### src/design/cio_params.svh
// Purpose: constants for the configurable io pin block
// Assumes: one 20 MHz clock, byte-wide configuration port
// Notes: mode index values address the twelve pin mode registers
`ifndef CIO_PARAMS_SVH
`define CIO_PARAMS_SVH
`define CIO_MODE_IDX_FIRST 8'h50
`define CIO_MODE_IDX_LAST 8'h5B
`define CIO_DATA_IDX_FIRST 8'h5C
`define CIO_DATA_IDX_LAST 8'h5E
`define CIO_ALT_IDX_FIRST 8'h2C
`define CIO_ALT_IDX_LAST 8'h2F
`define CIO_MODE_RESET 8'h00
`define CIO_DATA_RESET 8'h00
`define CIO_PIN_COUNT 24
`define CIO_GROUP_WIDTH 8
`define CIO_KEYBOARD_SERIAL_CLOCK_IN_PIN_HI 7
`define CIO_KEYBOARD_SERIAL_CLOCK_IN_PIN_LO 0
`endif

### src/design/cio_pkg.sv
// Purpose: types for the configurable io pin block
// Assumes: nothing beyond the params header
// Notes: function codes are two bits per pin per direction
package cio_pkg;
  // input function chosen when the pin is not driving
  typedef enum logic [1:0] {
    CIO_IN_PLAIN,
    CIO_IN_IRQ,
    CIO_IN_BUS,
    CIO_IN_KEY
  } cio_in_fn_e;
  // output function chosen when the pin drives
  typedef enum logic [1:0] {
    CIO_OUT_PLAIN,
    CIO_OUT_SELECT,
    CIO_OUT_BUS,
    CIO_OUT_SCAN
  } cio_out_fn_e;
  // per-pin configuration: direction, functions and a sub-select
  typedef struct packed {
    logic drive;
    cio_in_fn_e in_fn;
    cio_out_fn_e out_fn;
    logic [2:0] sub_sel;
  } cio_pin_cfg_s;
  // register access port: write and read strobes, index and data
  typedef struct packed {
    logic wr;
    logic rd;
    logic [7:0] index;
    logic [7:0] wdata;
  } cio_cfg_req_s;
  // one programmable select
  typedef struct packed {
    logic mem_space;
    logic wide;
    logic [1:0] qual;
    logic [1:0] trap;
    logic [7:0] start;
    logic [7:0] stop;
    logic [7:0] base;
  } cio_sel_cfg_s;
  // system bus cycle seen by the decoder
  typedef struct packed {
    logic active;
    logic mem;
    logic rd;
    logic wr;
    logic [19:0] addr;
  } cio_bus_s;
  typedef enum logic [1:0] {
    CIO_QUAL_ADDR,
    CIO_QUAL_READ,
    CIO_QUAL_WRITE,
    CIO_QUAL_RSVD
  } cio_qual_e;
  typedef enum {
    CIO_CYC_IDLE,
    CIO_CYC_RUN
  } cio_cyc_e;
endpackage

### src/design/cio_pin_block.sv
// Purpose: 24 configurable pins with routing, chip selects and irq steering
// Assumes: config port and bus cycle come from logic on clk
// Notes: pin inputs pass two flip-flops; outputs all registered
//
// Function
// - 24 pins, three groups of eight
// - four input and four output functions
// - plain output drives written data bit
// - plain input reads pin level
// - twelve mode registers at 50H..5BH
// - secondary battery warning passed to power unit
// - three chip selects on any group
// - each select decodes io or memory
// - each select sets 8 or 16 bit width
// - select qualified address, read or write
// - optional nmi on read, write or both
// - io mode compares A7..0, base A15..8
// - memory mode compares A15..8, base A19..16
// - alternate range linkable, set from alt_cfg and alt_link ports
// - seven pins per group steer to irq pairs
// - irq 0,1,3,9 used internally
// - high byte enable out, iocs16 memcs16 in
// - 16 bit cycle when wide input asserted
// - bus clock selectable as pin output
// - suspend drives all pins low
// - scan and sense line n on pin n
`timescale 1ns/1ps
`include "cio_params.svh"
module cio_pin_block #(
  parameter int PINS = `CIO_PIN_COUNT,
  parameter int NSEL = 3
) (
  input wire logic clk, // 20 MHz clock
  input wire logic reset_n, // async reset, active low
  input wire cio_pkg::cio_cfg_req_s cfg_req, // indexed config access
  input wire cio_pkg::cio_sel_cfg_s [NSEL-1:0] sel_cfg, // chip select setup
  input wire cio_pkg::cio_sel_cfg_s alt_cfg, // alternate range setup
  input wire logic [1:0] alt_link, // 0 off, 1..3 select linked
  input wire cio_pkg::cio_bus_s bus, // current system bus cycle
  input wire logic byte_high_enable_in, // internal high byte enable
  input wire logic bus_clock_in, // internal bus clock level
  input wire logic [PINS-1:0] scan_drive, // keyboard scan lines
  input wire logic suspend, // system suspend state
  input wire logic [PINS-1:0] pin_in, // pad input levels
  output logic [PINS-1:0] pin_out, // pad output levels
  output logic [PINS-1:0] pin_oe, // pad output enables
  output logic [7:0] cfg_rdata, // config read data
  output logic [NSEL-1:0] chip_select_out, // selects zero..two, high active
  output logic wide_cycle, // run 16 bit bus cycle
  output logic select_nmi, // trap nmi request pulse
  output logic [15:0] irq_out, // steered irq lines
  output logic secondary_battery_warning_out, // to power management unit
  output logic [PINS-1:0] keyboard_sense_line, // keyboard return lines
  output logic keyboard_serial_clock_in, // keyboard clock from pin
  output logic keyboard_serial_data_in // keyboard data from pin
);
  import cio_pkg::*;

  ////////////////////////////////////////////////////////////////////////////
  // configuration storage
  logic [7:0] mode_r [12];
  logic [7:0] data_r [3];
  logic [PINS-1:0] pin_s1_r;
  logic [PINS-1:0] pin_s2_r;
  cio_pin_cfg_s cfg [PINS];
  cio_cyc_e cyc_r;

  // a pin's field takes its high bits from one mode byte, its low bits from the byte two above
  function automatic cio_pin_cfg_s pin_cfg(input logic [7:0] hi_byte, input logic [7:0] lo_byte,
      input int b);
    cio_pin_cfg_s c;
    logic [3:0] f;
    c = '0;
    f = {hi_byte[(b%4)*2 +: 2], lo_byte[(b%4)*2 +: 2]};
    c.drive = f[3];
    c.in_fn = cio_in_fn_e'({f[2], f[1]});
    c.out_fn = cio_out_fn_e'({f[2], f[0]});
    c.sub_sel = 3'(b);
    return c;
  endfunction

  genvar gp;
  generate
    for (gp = 0; gp < PINS; gp++) begin : g_cfg
      // bytes go in as arguments so the field follows every mode write
      logic [7:0] hi_byte;
      logic [7:0] lo_byte;
      assign hi_byte = mode_r[(gp / `CIO_GROUP_WIDTH) * 4 + (gp % `CIO_GROUP_WIDTH) / 4];
      assign lo_byte = mode_r[(gp / `CIO_GROUP_WIDTH) * 4 + 2 + (gp % `CIO_GROUP_WIDTH) / 4];
      assign cfg[gp] = pin_cfg(hi_byte, lo_byte, gp % `CIO_GROUP_WIDTH);
    end
  endgenerate

  // true for the twelve mode register indexes
  function automatic logic is_mode_idx(input logic [7:0] idx);
    return idx >= `CIO_MODE_IDX_FIRST && idx <= `CIO_MODE_IDX_LAST;
  endfunction

  always_ff @(posedge clk or negedge reset_n) begin
    if (!reset_n) begin
      for (int i = 0; i < 12; i++) begin
        mode_r[i] <= `CIO_MODE_RESET;
      end
      for (int i = 0; i < 3; i++) begin
        data_r[i] <= `CIO_DATA_RESET;
      end
    end else if (cfg_req.wr) begin
      // unmapped indexes match neither range and change nothing
      if (is_mode_idx(cfg_req.index)) begin
        mode_r[4'(cfg_req.index - `CIO_MODE_IDX_FIRST)] <= cfg_req.wdata;
      end
      if (cfg_req.index >= `CIO_DATA_IDX_FIRST && cfg_req.index <= `CIO_DATA_IDX_LAST) begin
        data_r[2'(cfg_req.index - `CIO_DATA_IDX_FIRST)] <= cfg_req.wdata;
      end
    end
  end

  ////////////////////////////////////////////////////////////////////////////
  // pin input synchroniser
  // only the second stage feeds logic; the first may be metastable
  always_ff @(posedge clk or negedge reset_n) begin
    if (!reset_n) begin
      pin_s1_r <= '0;
      pin_s2_r <= '0;
    end else begin
      pin_s1_r <= pin_in;
      pin_s2_r <= pin_s1_r;
    end
  end

  always_ff @(posedge clk or negedge reset_n) begin
    if (!reset_n) begin
      cfg_rdata <= 8'h00;
    end else if (cfg_req.rd) begin
      // a read of an unmapped index returns zero
      cfg_rdata <= 8'h00;
      if (is_mode_idx(cfg_req.index)) begin
        cfg_rdata <= mode_r[4'(cfg_req.index - `CIO_MODE_IDX_FIRST)];
      end
      for (int g = 0; g < 3; g++) begin
        if (cfg_req.index == `CIO_DATA_IDX_FIRST + 8'(g)) begin
          for (int b = 0; b < 8; b++) begin
            // inputs show the pad, outputs read back the written bit
            cfg_rdata[b] <= cfg[g*8+b].drive ? data_r[g][b] : pin_s2_r[g*8+b];
          end
        end
      end
    end
  end

  ////////////////////////////////////////////////////////////////////////////
  // chip select decode
  function automatic logic range_hit(input cio_sel_cfg_s c, input cio_bus_s b);
    logic [7:0] a;
    logic base_ok;
    if (c.mem_space) begin
      a = b.addr[15:8];
      base_ok = b.addr[19:16] == c.base[3:0];
    end else begin
      a = b.addr[7:0];
      base_ok = b.addr[15:8] == c.base;
    end
    return b.active && (b.mem == c.mem_space) && base_ok && a >= c.start && a <= c.stop;
  endfunction

  function automatic logic qual_ok(input logic [1:0] q, input cio_bus_s b);
    case (q)
      CIO_QUAL_ADDR: qual_ok = 1'b1;
      CIO_QUAL_READ: qual_ok = b.rd;
      CIO_QUAL_WRITE: qual_ok = b.wr;
      default: qual_ok = 1'b0;
    endcase
  endfunction

  logic [NSEL-1:0] hit;
  logic [NSEL-1:0] trap_hit;
  logic [NSEL-1:0] wide_hit;
  logic alt_hit;
  assign alt_hit = range_hit(alt_cfg, bus);
  generate
    for (gp = 0; gp < NSEL; gp++) begin : g_sel
      logic any;
      assign any = range_hit(sel_cfg[gp], bus) || (alt_hit && alt_link == 2'(gp + 1));
      assign hit[gp] = any && qual_ok(sel_cfg[gp].qual, bus);
      assign wide_hit[gp] = any && sel_cfg[gp].wide;
      assign trap_hit[gp] = any && ((sel_cfg[gp].trap[0] && bus.rd) || (sel_cfg[gp].trap[1] && bus.wr));
    end
  endgenerate

  // bus-size strobes from pins routed as wide-cycle inputs
  // strobes are active low; a released line idles high
  logic ext_wide;
  always_comb begin
    ext_wide = 1'b0;
    for (int p = 0; p < PINS; p++) begin
      if (!cfg[p].drive && cfg[p].in_fn == CIO_IN_BUS && cfg[p].sub_sel[0] == bus.mem) begin
        ext_wide = ext_wide | ~pin_s2_r[p];
      end
    end
  end

  always_ff @(posedge clk or negedge reset_n) begin
    if (!reset_n) begin
      chip_select_out <= '0;
      wide_cycle <= 1'b0;
    end else begin
      chip_select_out <= hit;
      wide_cycle <= bus.active && (ext_wide || |wide_hit);
    end
  end

  // nmi pulses at most once per bus cycle, from a trap hit on its first clock
  always_ff @(posedge clk or negedge reset_n) begin
    if (!reset_n) begin
      cyc_r <= CIO_CYC_IDLE;
      select_nmi <= 1'b0;
    end else begin
      select_nmi <= 1'b0;
      case (cyc_r)
        CIO_CYC_IDLE: begin
          if (bus.active) begin
            cyc_r <= CIO_CYC_RUN;
            select_nmi <= |trap_hit;
          end
        end
        CIO_CYC_RUN: begin
          if (!bus.active) begin
            cyc_r <= CIO_CYC_IDLE;
          end
        end
        default: cyc_r <= CIO_CYC_IDLE;
      endcase
    end
  end

  ////////////////////////////////////////////////////////////////////////////
  // input routing: irq steering, battery, keyboard
  localparam logic [3:0] PRI [7] = '{4'd15, 4'd14, 4'd13, 4'd12, 4'd11, 4'd10, 4'd9};
  localparam logic [3:0] SEC [7] = '{4'd7, 4'd6, 4'd5, 4'd4, 4'd3, 4'd0, 4'd1};
  logic [15:0] irq_nxt;
  logic batt_nxt;
  logic kclk_nxt;
  logic kdat_nxt;
  logic [PINS-1:0] sense_nxt;
  always_comb begin
    irq_nxt = '0;
    batt_nxt = 1'b0;
    kclk_nxt = 1'b1;
    kdat_nxt = 1'b1;
    sense_nxt = '1;
    for (int p = 0; p < PINS; p++) begin
      if (!cfg[p].drive) begin
        case (cfg[p].in_fn)
          CIO_IN_IRQ: begin
            // sub_sel 0..6 picks pair, bit from data reg chooses secondary except for sub_sel 5
            if (cfg[p].sub_sel < 3'd7) begin
              if (data_r[p/8][p%8] && cfg[p].sub_sel != 3'd5) begin
                irq_nxt[SEC[cfg[p].sub_sel]] = irq_nxt[SEC[cfg[p].sub_sel]] | pin_s2_r[p];
              end else begin
                irq_nxt[PRI[cfg[p].sub_sel]] = irq_nxt[PRI[cfg[p].sub_sel]] | pin_s2_r[p];
              end
            end else begin
              batt_nxt = batt_nxt | ~pin_s2_r[p];
            end
          end
          CIO_IN_KEY: begin
            sense_nxt[p] = pin_s2_r[p];
            if (p == `CIO_KEYBOARD_SERIAL_CLOCK_IN_PIN_HI || p == `CIO_KEYBOARD_SERIAL_CLOCK_IN_PIN_LO) begin
              kclk_nxt = pin_s2_r[p];
            end else if (p < 8) begin
              kdat_nxt = pin_s2_r[p];
            end
          end
          default: ;
        endcase
      end
    end
  end

  // lines 0,1,3,9 belong to internal sources; no arbitration is applied
  always_ff @(posedge clk or negedge reset_n) begin
    if (!reset_n) begin
      irq_out <= '0;
      secondary_battery_warning_out <= 1'b0;
      keyboard_sense_line <= '1;
      keyboard_serial_clock_in <= 1'b1;
      keyboard_serial_data_in <= 1'b1;
    end else begin
      irq_out <= irq_nxt;
      secondary_battery_warning_out <= batt_nxt;
      keyboard_sense_line <= sense_nxt;
      keyboard_serial_clock_in <= kclk_nxt;
      keyboard_serial_data_in <= kdat_nxt;
    end
  end

  ////////////////////////////////////////////////////////////////////////////
  // output routing
  logic [PINS-1:0] out_nxt;
  logic [PINS-1:0] oe_nxt;
  always_comb begin
    out_nxt = '0;
    oe_nxt = '0;
    for (int p = 0; p < PINS; p++) begin
      if (cfg[p].drive) begin
        oe_nxt[p] = 1'b1;
        case (cfg[p].out_fn)
          CIO_OUT_PLAIN: out_nxt[p] = data_r[p/8][p%8];
          CIO_OUT_SELECT: begin
            // a select number beyond NSEL drives low
            out_nxt[p] = cfg[p].sub_sel[1:0] < 2'(NSEL) ?
                         hit[cfg[p].sub_sel[1:0]] : 1'b0;
          end
          CIO_OUT_BUS: begin
            out_nxt[p] = cfg[p].sub_sel[0] ? bus_clock_in : byte_high_enable_in;
          end
          CIO_OUT_SCAN: begin
            // scan lines only ever pull low, else released
            out_nxt[p] = 1'b0;
            oe_nxt[p] = scan_drive[p];
          end
          default: out_nxt[p] = 1'b0;
        endcase
      end
      // suspend wins over every function, scan lines included
      if (suspend) begin
        out_nxt[p] = 1'b0;
        oe_nxt[p] = 1'b1;
      end
    end
  end

  always_ff @(posedge clk or negedge reset_n) begin
    if (!reset_n) begin
      pin_out <= '0;
      pin_oe <= '0;
    end else begin
      pin_out <= out_nxt;
      pin_oe <= oe_nxt;
    end
  end
endmodule

### config.mk
export PLATFORM = sky130hd
export DESIGN_NAME = cio_pin_block
export DESIGN_NICKNAME = d
export VERILOG_FILES = /design/src/design/cio_pkg.sv /design/src/design/cio_pin_block.sv
export VERILOG_INCLUDE_DIRS = /design/src /design/src/design
export SDC_FILE = /design/constraint.sdc
export NUM_CORES = 1
export LEC_CHECK = 0
export BUFFER_PORTS_ARGS = -buffer_cell sky130_fd_sc_hd__buf_2
export CAP_MARGIN = 20
export CORE_ASPECT_RATIO = 1.25
export CORE_MARGIN = 3
export CORE_UTILIZATION = 55
export CTS_BUF_LIST = sky130_fd_sc_hd__clkbuf_16
export CTS_CLUSTER_DIAMETER = 80
export DETAILED_ROUTE_END_ITERATION = 8
export HOLD_SLACK_MARGIN = 0.06
export PLACE_DENSITY = 0.81
export SLEW_MARGIN = 30
export SYNTH_ARGS = -nofsm -noshare
export SYNTH_HDL_FRONTEND = slang
export SYNTH_SLANG_ARGS = --single-unit
### constraint.sdc
create_clock -name clk -period 2.1 [get_ports clk]
set_input_delay 0.21 -clock clk [delete_from_list [all_inputs] [get_ports clk]]
set_output_delay 0.21 -clock clk [all_outputs]
set_load 0.03 [all_outputs]
Word level (Yosys, flattened, before mapping) --
Cells that the tools add are included.
Storage, ports and cells: bits of input ports 217, memory bits (writable) 0, register bits 304, bits in read-only memories 0, latch bits 0, output and inout bits 104, memories 0
Operators by class: eq/ne operators 171, shift-type cells 0, reduce and logical (&&, ||, !) cells 157, $add $sub $neg 2, $mul 0, multiplexer cells 347, divide/modulo/power cells 0, bitwise logic cells 89, magnitude comparators 16
Operators by type and width (number):
- $mux W1 | 240
- $eq A2 B2 Y1 const B | 101
- $mux W16 | 9
- $mux W15 | 9
- $mux W14 | 9
- $mux W13 | 9
- $mux W12 | 9
- $eq A2 B1 Y1 const B | 52
- $bwmux W96 | 1
- $mux W8 | 12
- $mux W10 | 9
- $logic_and A1 B1 Y1 | 87
- $pmux W1 S4 | 18
- $mux W11 | 6
- $mux W32 | 2
- $pmux W32 S2 | 1
- $or A1 B1 Y1 | 62
- $logic_not A2 Y1 | 27
- $bmux W8 S4 | 1
- $demux W8 S4 | 1
- $eq A32 B1 Y1 const B | 1
- $eq A8 B8 Y1 | 4
- $ge A8 B8 Y1 | 4
- $le A8 B8 Y1 | 4
- 24 further kinds | 104

Depth between registers and ports, before layout --
word-level depth 80, gate-level depth with buffers 11, depth with buffers taken out 10

Worst setup path before layout --
OpenSTA, ideal clock, no wires.
path kind input to register, start point input alt_cfg[29] (netlist name), end point register pin_out[8], setup time 0.065 ns, path slack -0.332 ns, path buffers 1, stages on the path 11, arrival time 2.367 ns, path through buf_2 mux2_2 ha_1 nor2b_1 o211ai_1 a21oi_1 o22ai_1 nand2_2 o41ai_4 and4b_1 o211a_1
Between the ends: word-level cells in the longest chain between the ends 11, elaborated cells on any way between the ends 15, classes of those cells order compare (2); eq/ne (1); mux (5); reduce/logical (7)
Ends and longest elaborated chain:
- start: declaration | line cio_pin_block.sv:37 | input wire cio_pkg::cio_sel_cfg_s alt_cfg,
- parallel branches: the longest is 4 deep, another holds $ge A8 B8 Y1
- $logic_and A1 B1 Y1 (*) | line cio_pin_block.sv:163 | return b.active && (b.mem == c.mem_space) && base_ok && a >= c.start && a <= c.stop;
- $logic_and A1 B1 Y1 (*) | line cio_pin_block.sv:183 | assign any = range_hit(sel_cfg[gp], bus) || (alt_hit && alt_link == 2'(gp + 1));
- $logic_or A1 B1 Y1 (*) | line cio_pin_block.sv:183
- $logic_and A1 B1 Y1 (*) | line cio_pin_block.sv:184 | assign hit[gp] = any && qual_ok(sel_cfg[gp].qual, bus);
- $pmux W1 S4 (*) | line cio_pin_block.sv:307 | case (cfg[p].out_fn)
- $mux W1 (*) | line cio_pin_block.sv:305 | if (cfg[p].drive) begin
- $mux W1 (*) | line cio_pin_block.sv:326 | if (suspend) begin
- named net out_nxt[8] | line cio_pin_block.sv:299 | logic [PINS-1:0] out_nxt;
- end signal: assignment | line cio_pin_block.sv:338 | pin_out <= out_nxt;
- end: declaration | line cio_pin_block.sv:45 | output logic [PINS-1:0] pin_out,
Mark *: on every way through the listed nets, which the timed path passes. A chain may end at the register's enable or synchronous reset.

Worst setup path after layout --
start point input bus[7] (netlist name), end point register pin_out[8]
Between the ends: word-level cells in the longest chain between the ends 10, elaborated cells on any way between the ends 16, classes of those cells order compare (4); mux (5); reduce/logical (7)
Ends and longest elaborated chain:
- start: declaration | line cio_pin_block.sv:39 | input wire cio_pkg::cio_bus_s bus,
- $mux W8 | line cio_pin_block.sv:156 | if (c.mem_space) begin
- $ge A8 B8 Y1 | line cio_pin_block.sv:163
- $logic_and A1 B1 Y1 (2 in a row) | line cio_pin_block.sv:163
- $logic_and A1 B1 Y1 | line cio_pin_block.sv:183
- $logic_or A1 B1 Y1 (*) | line cio_pin_block.sv:183
- $logic_and A1 B1 Y1 (*) | line cio_pin_block.sv:184
- $pmux W1 S4 (*) | line cio_pin_block.sv:307
- $mux W1 (*) | line cio_pin_block.sv:305
- $mux W1 (*) | line cio_pin_block.sv:326
- named net out_nxt[8] | line cio_pin_block.sv:299
Mark *: on every way through the listed nets, which the timed path passes. The rest lies on a longest branch.

==> results.ini <==
[outcome]
status = finished, violations left
violations = setup timing

[yosys]
synth_area_per_cell_um2 = 11.3
ys_seq_area_share_pct = 47.0
async_reset_ff_share_pct = 100
synth_area_um2 = 14400
synth_flop_cell = dfrtp_1
synth-seq-cells = 270
syn_inst = 1281
yosysWarnings = 0
yosysUniqueCellTypes = 67
synth_edf_count = 0

[clock_network]
clk_latency_ns = 0.53
htreeDepth = 1
root_buffer = clkbuf_16
cts_tree = yes
clk_path_buf_depth = 3
clk_pin_slew_worst_paths_ns = 0.07
cts_buffers = 25
clock_sinks = 270

[global_route]
antenna_found_initial = 1
grt_max_degree = 70
grt-ovfl-total = 0
track_usage_pct = 34.2
grt_pass1_wl_mm = 73.9
grt_pass1_vias = 13200

[die]
core-area_um2 = 25500
boundaryPins = 321
dieArea_um2 = 28300
num_rows = 65
die_y_um = 187
die_x_um = 151
start_util_pct = 56.6

[pwr]
peakVddDrop_mv = 0.611
p_leak_nw = 9.31
p_total_mw = 12.1
power_density_nw_per_um2 = 629

[worst_setup_path]
criticalPathCategory = input port to register
critical_path.cell_chain = buf_2 -> buf_4 -> mux2_4 -> ha_4 -> nand4_1 -> or2_4 -> o21ai_2 -> or4b_4 -> o41ai_4 -> buf_4 -> and4b_1 -> o211a_1
rr_startpoint = g_cfg[0].hi_byte[5]$_DFFE_PN0P_
crit_path_max_fanout = 4
arrival_ns = 2.59
worst_r2r_path_depth = 7
reg2reg_to = cfg_rdata[5]$_DFFE_PN0P_
crit_top_cell = buf_4
worstSetupEndpointType = register
rrSetupSlack_ns = 0.02
cp.required_ns = 2.56
start_kind = input port
slowest_stage = or4b_4
crit_family = simple AND/OR/NAND/NOR gates
crit_start = bus[7]
crit_buf_inv = 3
slowest_delay_ns = 0.50

[layout]
multi_input_area_um2 = 7390
fill_cells = 1714
ff_latch_area_um2 = 6790
drive_above_1_share_pct = 42.3
area_growth_pct = 32.8
nets = 2055
layout_common_cells = 301 x buf_2, 243 x dfrtp_1, 142 x buf_4
mostFrequentLayoutCell = buf_2

[hold_path]
hold_depth = 3
hp-start = scan_drive[1]
hold_end = pin_oe[1]$_DFF_PN0_
hold_path_class = input port to register

[timing]
grt_setup_unrepaired = yes
finalSetupViolCount = 2
fin_ws_ns = -0.0245
finalHoldViolCount = 0
period_share_pct = 101
slew_viol_final = 0
relSlewSlack_pct = 55.6
finalCriticalPeriod_ns = 2.12
whs_ns = 0.0303
fmax_mhz = 471
tightest_slew_ns = 0.666
fin_skew_ns = 0.0158

[detailed_routing]
vias_per_cell = 5.95
wl_per_cell_um = 23.2
first_pass_iters = 6
postRouteAntennaNets = 0
drc = 0
totalWireLength_mm = 49.4
drtIter0Drc = 954
num_vias = 12700

[placement]
hpwl_mm = 36.6
gp_congestion = 0.998
io_buffers = 312

[run]
maxCapViolations = 0

==> synth_stat cells (4+ instances only) <==
master	n	share of area, %
a211oi_1	12	0.62
a21oi_1	54	1.9
a22o_1	4	0.24
a31oi_1	14	0.61
and4b_1	6	0.42
buf_2	6	0.21
buf_4	7	0.36
buf_6	5	0.39
clkbuf_1	26	0.68
dfrtp_1	244	42
dfstp_2	26	4.7
ha_1	64	5.5
inv_1	103	2.7
mux2_2	144	11
mux2i_1	40	2.8
mux4_2	24	3.7
nand2_1	118	3.1
nand2b_1	6	0.26
nand3_1	21	0.73
nand3b_1	24	1.2
nand4_1	23	1.0
nand4b_1	6	0.36
nor2_1	22	0.57
nor2b_1	31	1.3
nor3_1	9	0.31
nor3b_1	14	0.73
nor4_1	13	0.56
nor4b_1	11	0.67
o211a_1	6	0.42
o211ai_1	6	0.31
o21ai_0	49	1.7
o221ai_1	12	0.73
o22ai_1	18	0.78
o41ai_1	7	0.42
or2_2	4	0.17
or2b_2	6	0.36
or4b_2	6	0.42
xnor2_1	20	1.2
xor2_1	27	1.6
==> worst max path at each step <==
stage                      endpoint  slack [ns]  depth (start not counted)
2_1_floorplan  pin_out[8]$_DFF_PN0_       -0.20                         11
3_3_place_gp   select_nmi$_DFF_PN0_       -0.76                         11
3_5_place_dp   select_nmi$_DFF_PN0_       -0.81                         11
4_1_cts        pin_out[8]$_DFF_PN0_       -0.02                         13
5_1_grt        pin_out[8]$_DFF_PN0_       -0.07                         13
6_report       pin_out[8]$_DFF_PN0_       -0.02                         12
==> layer usage <==
metal  GRT usage [%]  vias to the layer above  wire length (µm)
met5               0                        -                 0
met4            17.5                        0              2970
met3            6.74                      192              4510
met2            59.2                      787             24500
met1            39.8                     6110             17400
li1                -                     5591                 -
==> kinds of logic (layout without fill, tap and decap cells) <==
family,Yosys count,in the layout,synth area share [%]
compound gates,202,202,9.03
xor+xnor,48,48,2.96
fa+ha+maj,64,64,5.54
buf+inv,154,663,4.66
flops,270,270,47.0
mux,208,208,17.7
other cells,1,6,0.0260
simple gates,334,334,13.0
==> state kept, by name (all words and copies together) (netlist names), 13 cells and up <==
register             cells
g_cfg.hi_byte           48
g_cfg.lo_byte           48
data_r                  24
keyboard_sense_line     24
pin_oe                  24
pin_out                 24
pin_s1_r                24
pin_s2_r                24
irq_out                 13
==> what timing repair did <==
action	4_1_cts	5_1_grt
gates resized for setup	21	40
hold buffers	50	0
setup buffers	4	5
endpoints found under the setup margin	20	21
pin swaps	15	26
endpoints found under the hold margin	296	0
==> worst reg2reg max path, stage by stage, from the launching register on <==
cell and delay [ns]:
dfrtp_1 0.37, buf_4 0.16, mux4_2 0.46, mux2i_1 0.17
o22ai_1 0.17, a21oi_1 0.18, o22ai_1 0.16, mux2_2 0.30
==> power by group <==
group	total (mW)	switching, mW	internal, mW
logic	2.14	1.14	0.995
clock network	4.33	1.92	2.41
registers	5.60	0.198	5.41
==> final cells by class <==
class / instances / share of cell area (%)
antenna: 3 / 0.0391
clock buffer: 25 / 3.26
clock inverter: 20 / 0.750
inverter: 103 / 2.01
multi-input combinational: 859 / 38.5
sequential: 270 / 35.4
tap: 335 / 2.18
timing repair buffer: 515 / 17.8
==> stage by stage <==
step	utilization, %	cells	worst slack, ns	TNS, ns	area [µm²]
6_report	75.1	2130	-0.0245	-0.0328	19200
5_1_grt	75.1	2128	-0.0737	-0.434	19200
4_1_cts	74.2	2122	-0.0196	-0.0342	18900
3_5_place_dp	68.8	2024	-0.811	-21.39	17600
3_3_place_gp	68.8	2024	-0.765	-16.27	17600
2_1_floorplan	-	1283	-0.204	-2.24	14700
Note: power is estimated with default switching activity, not from simulation.
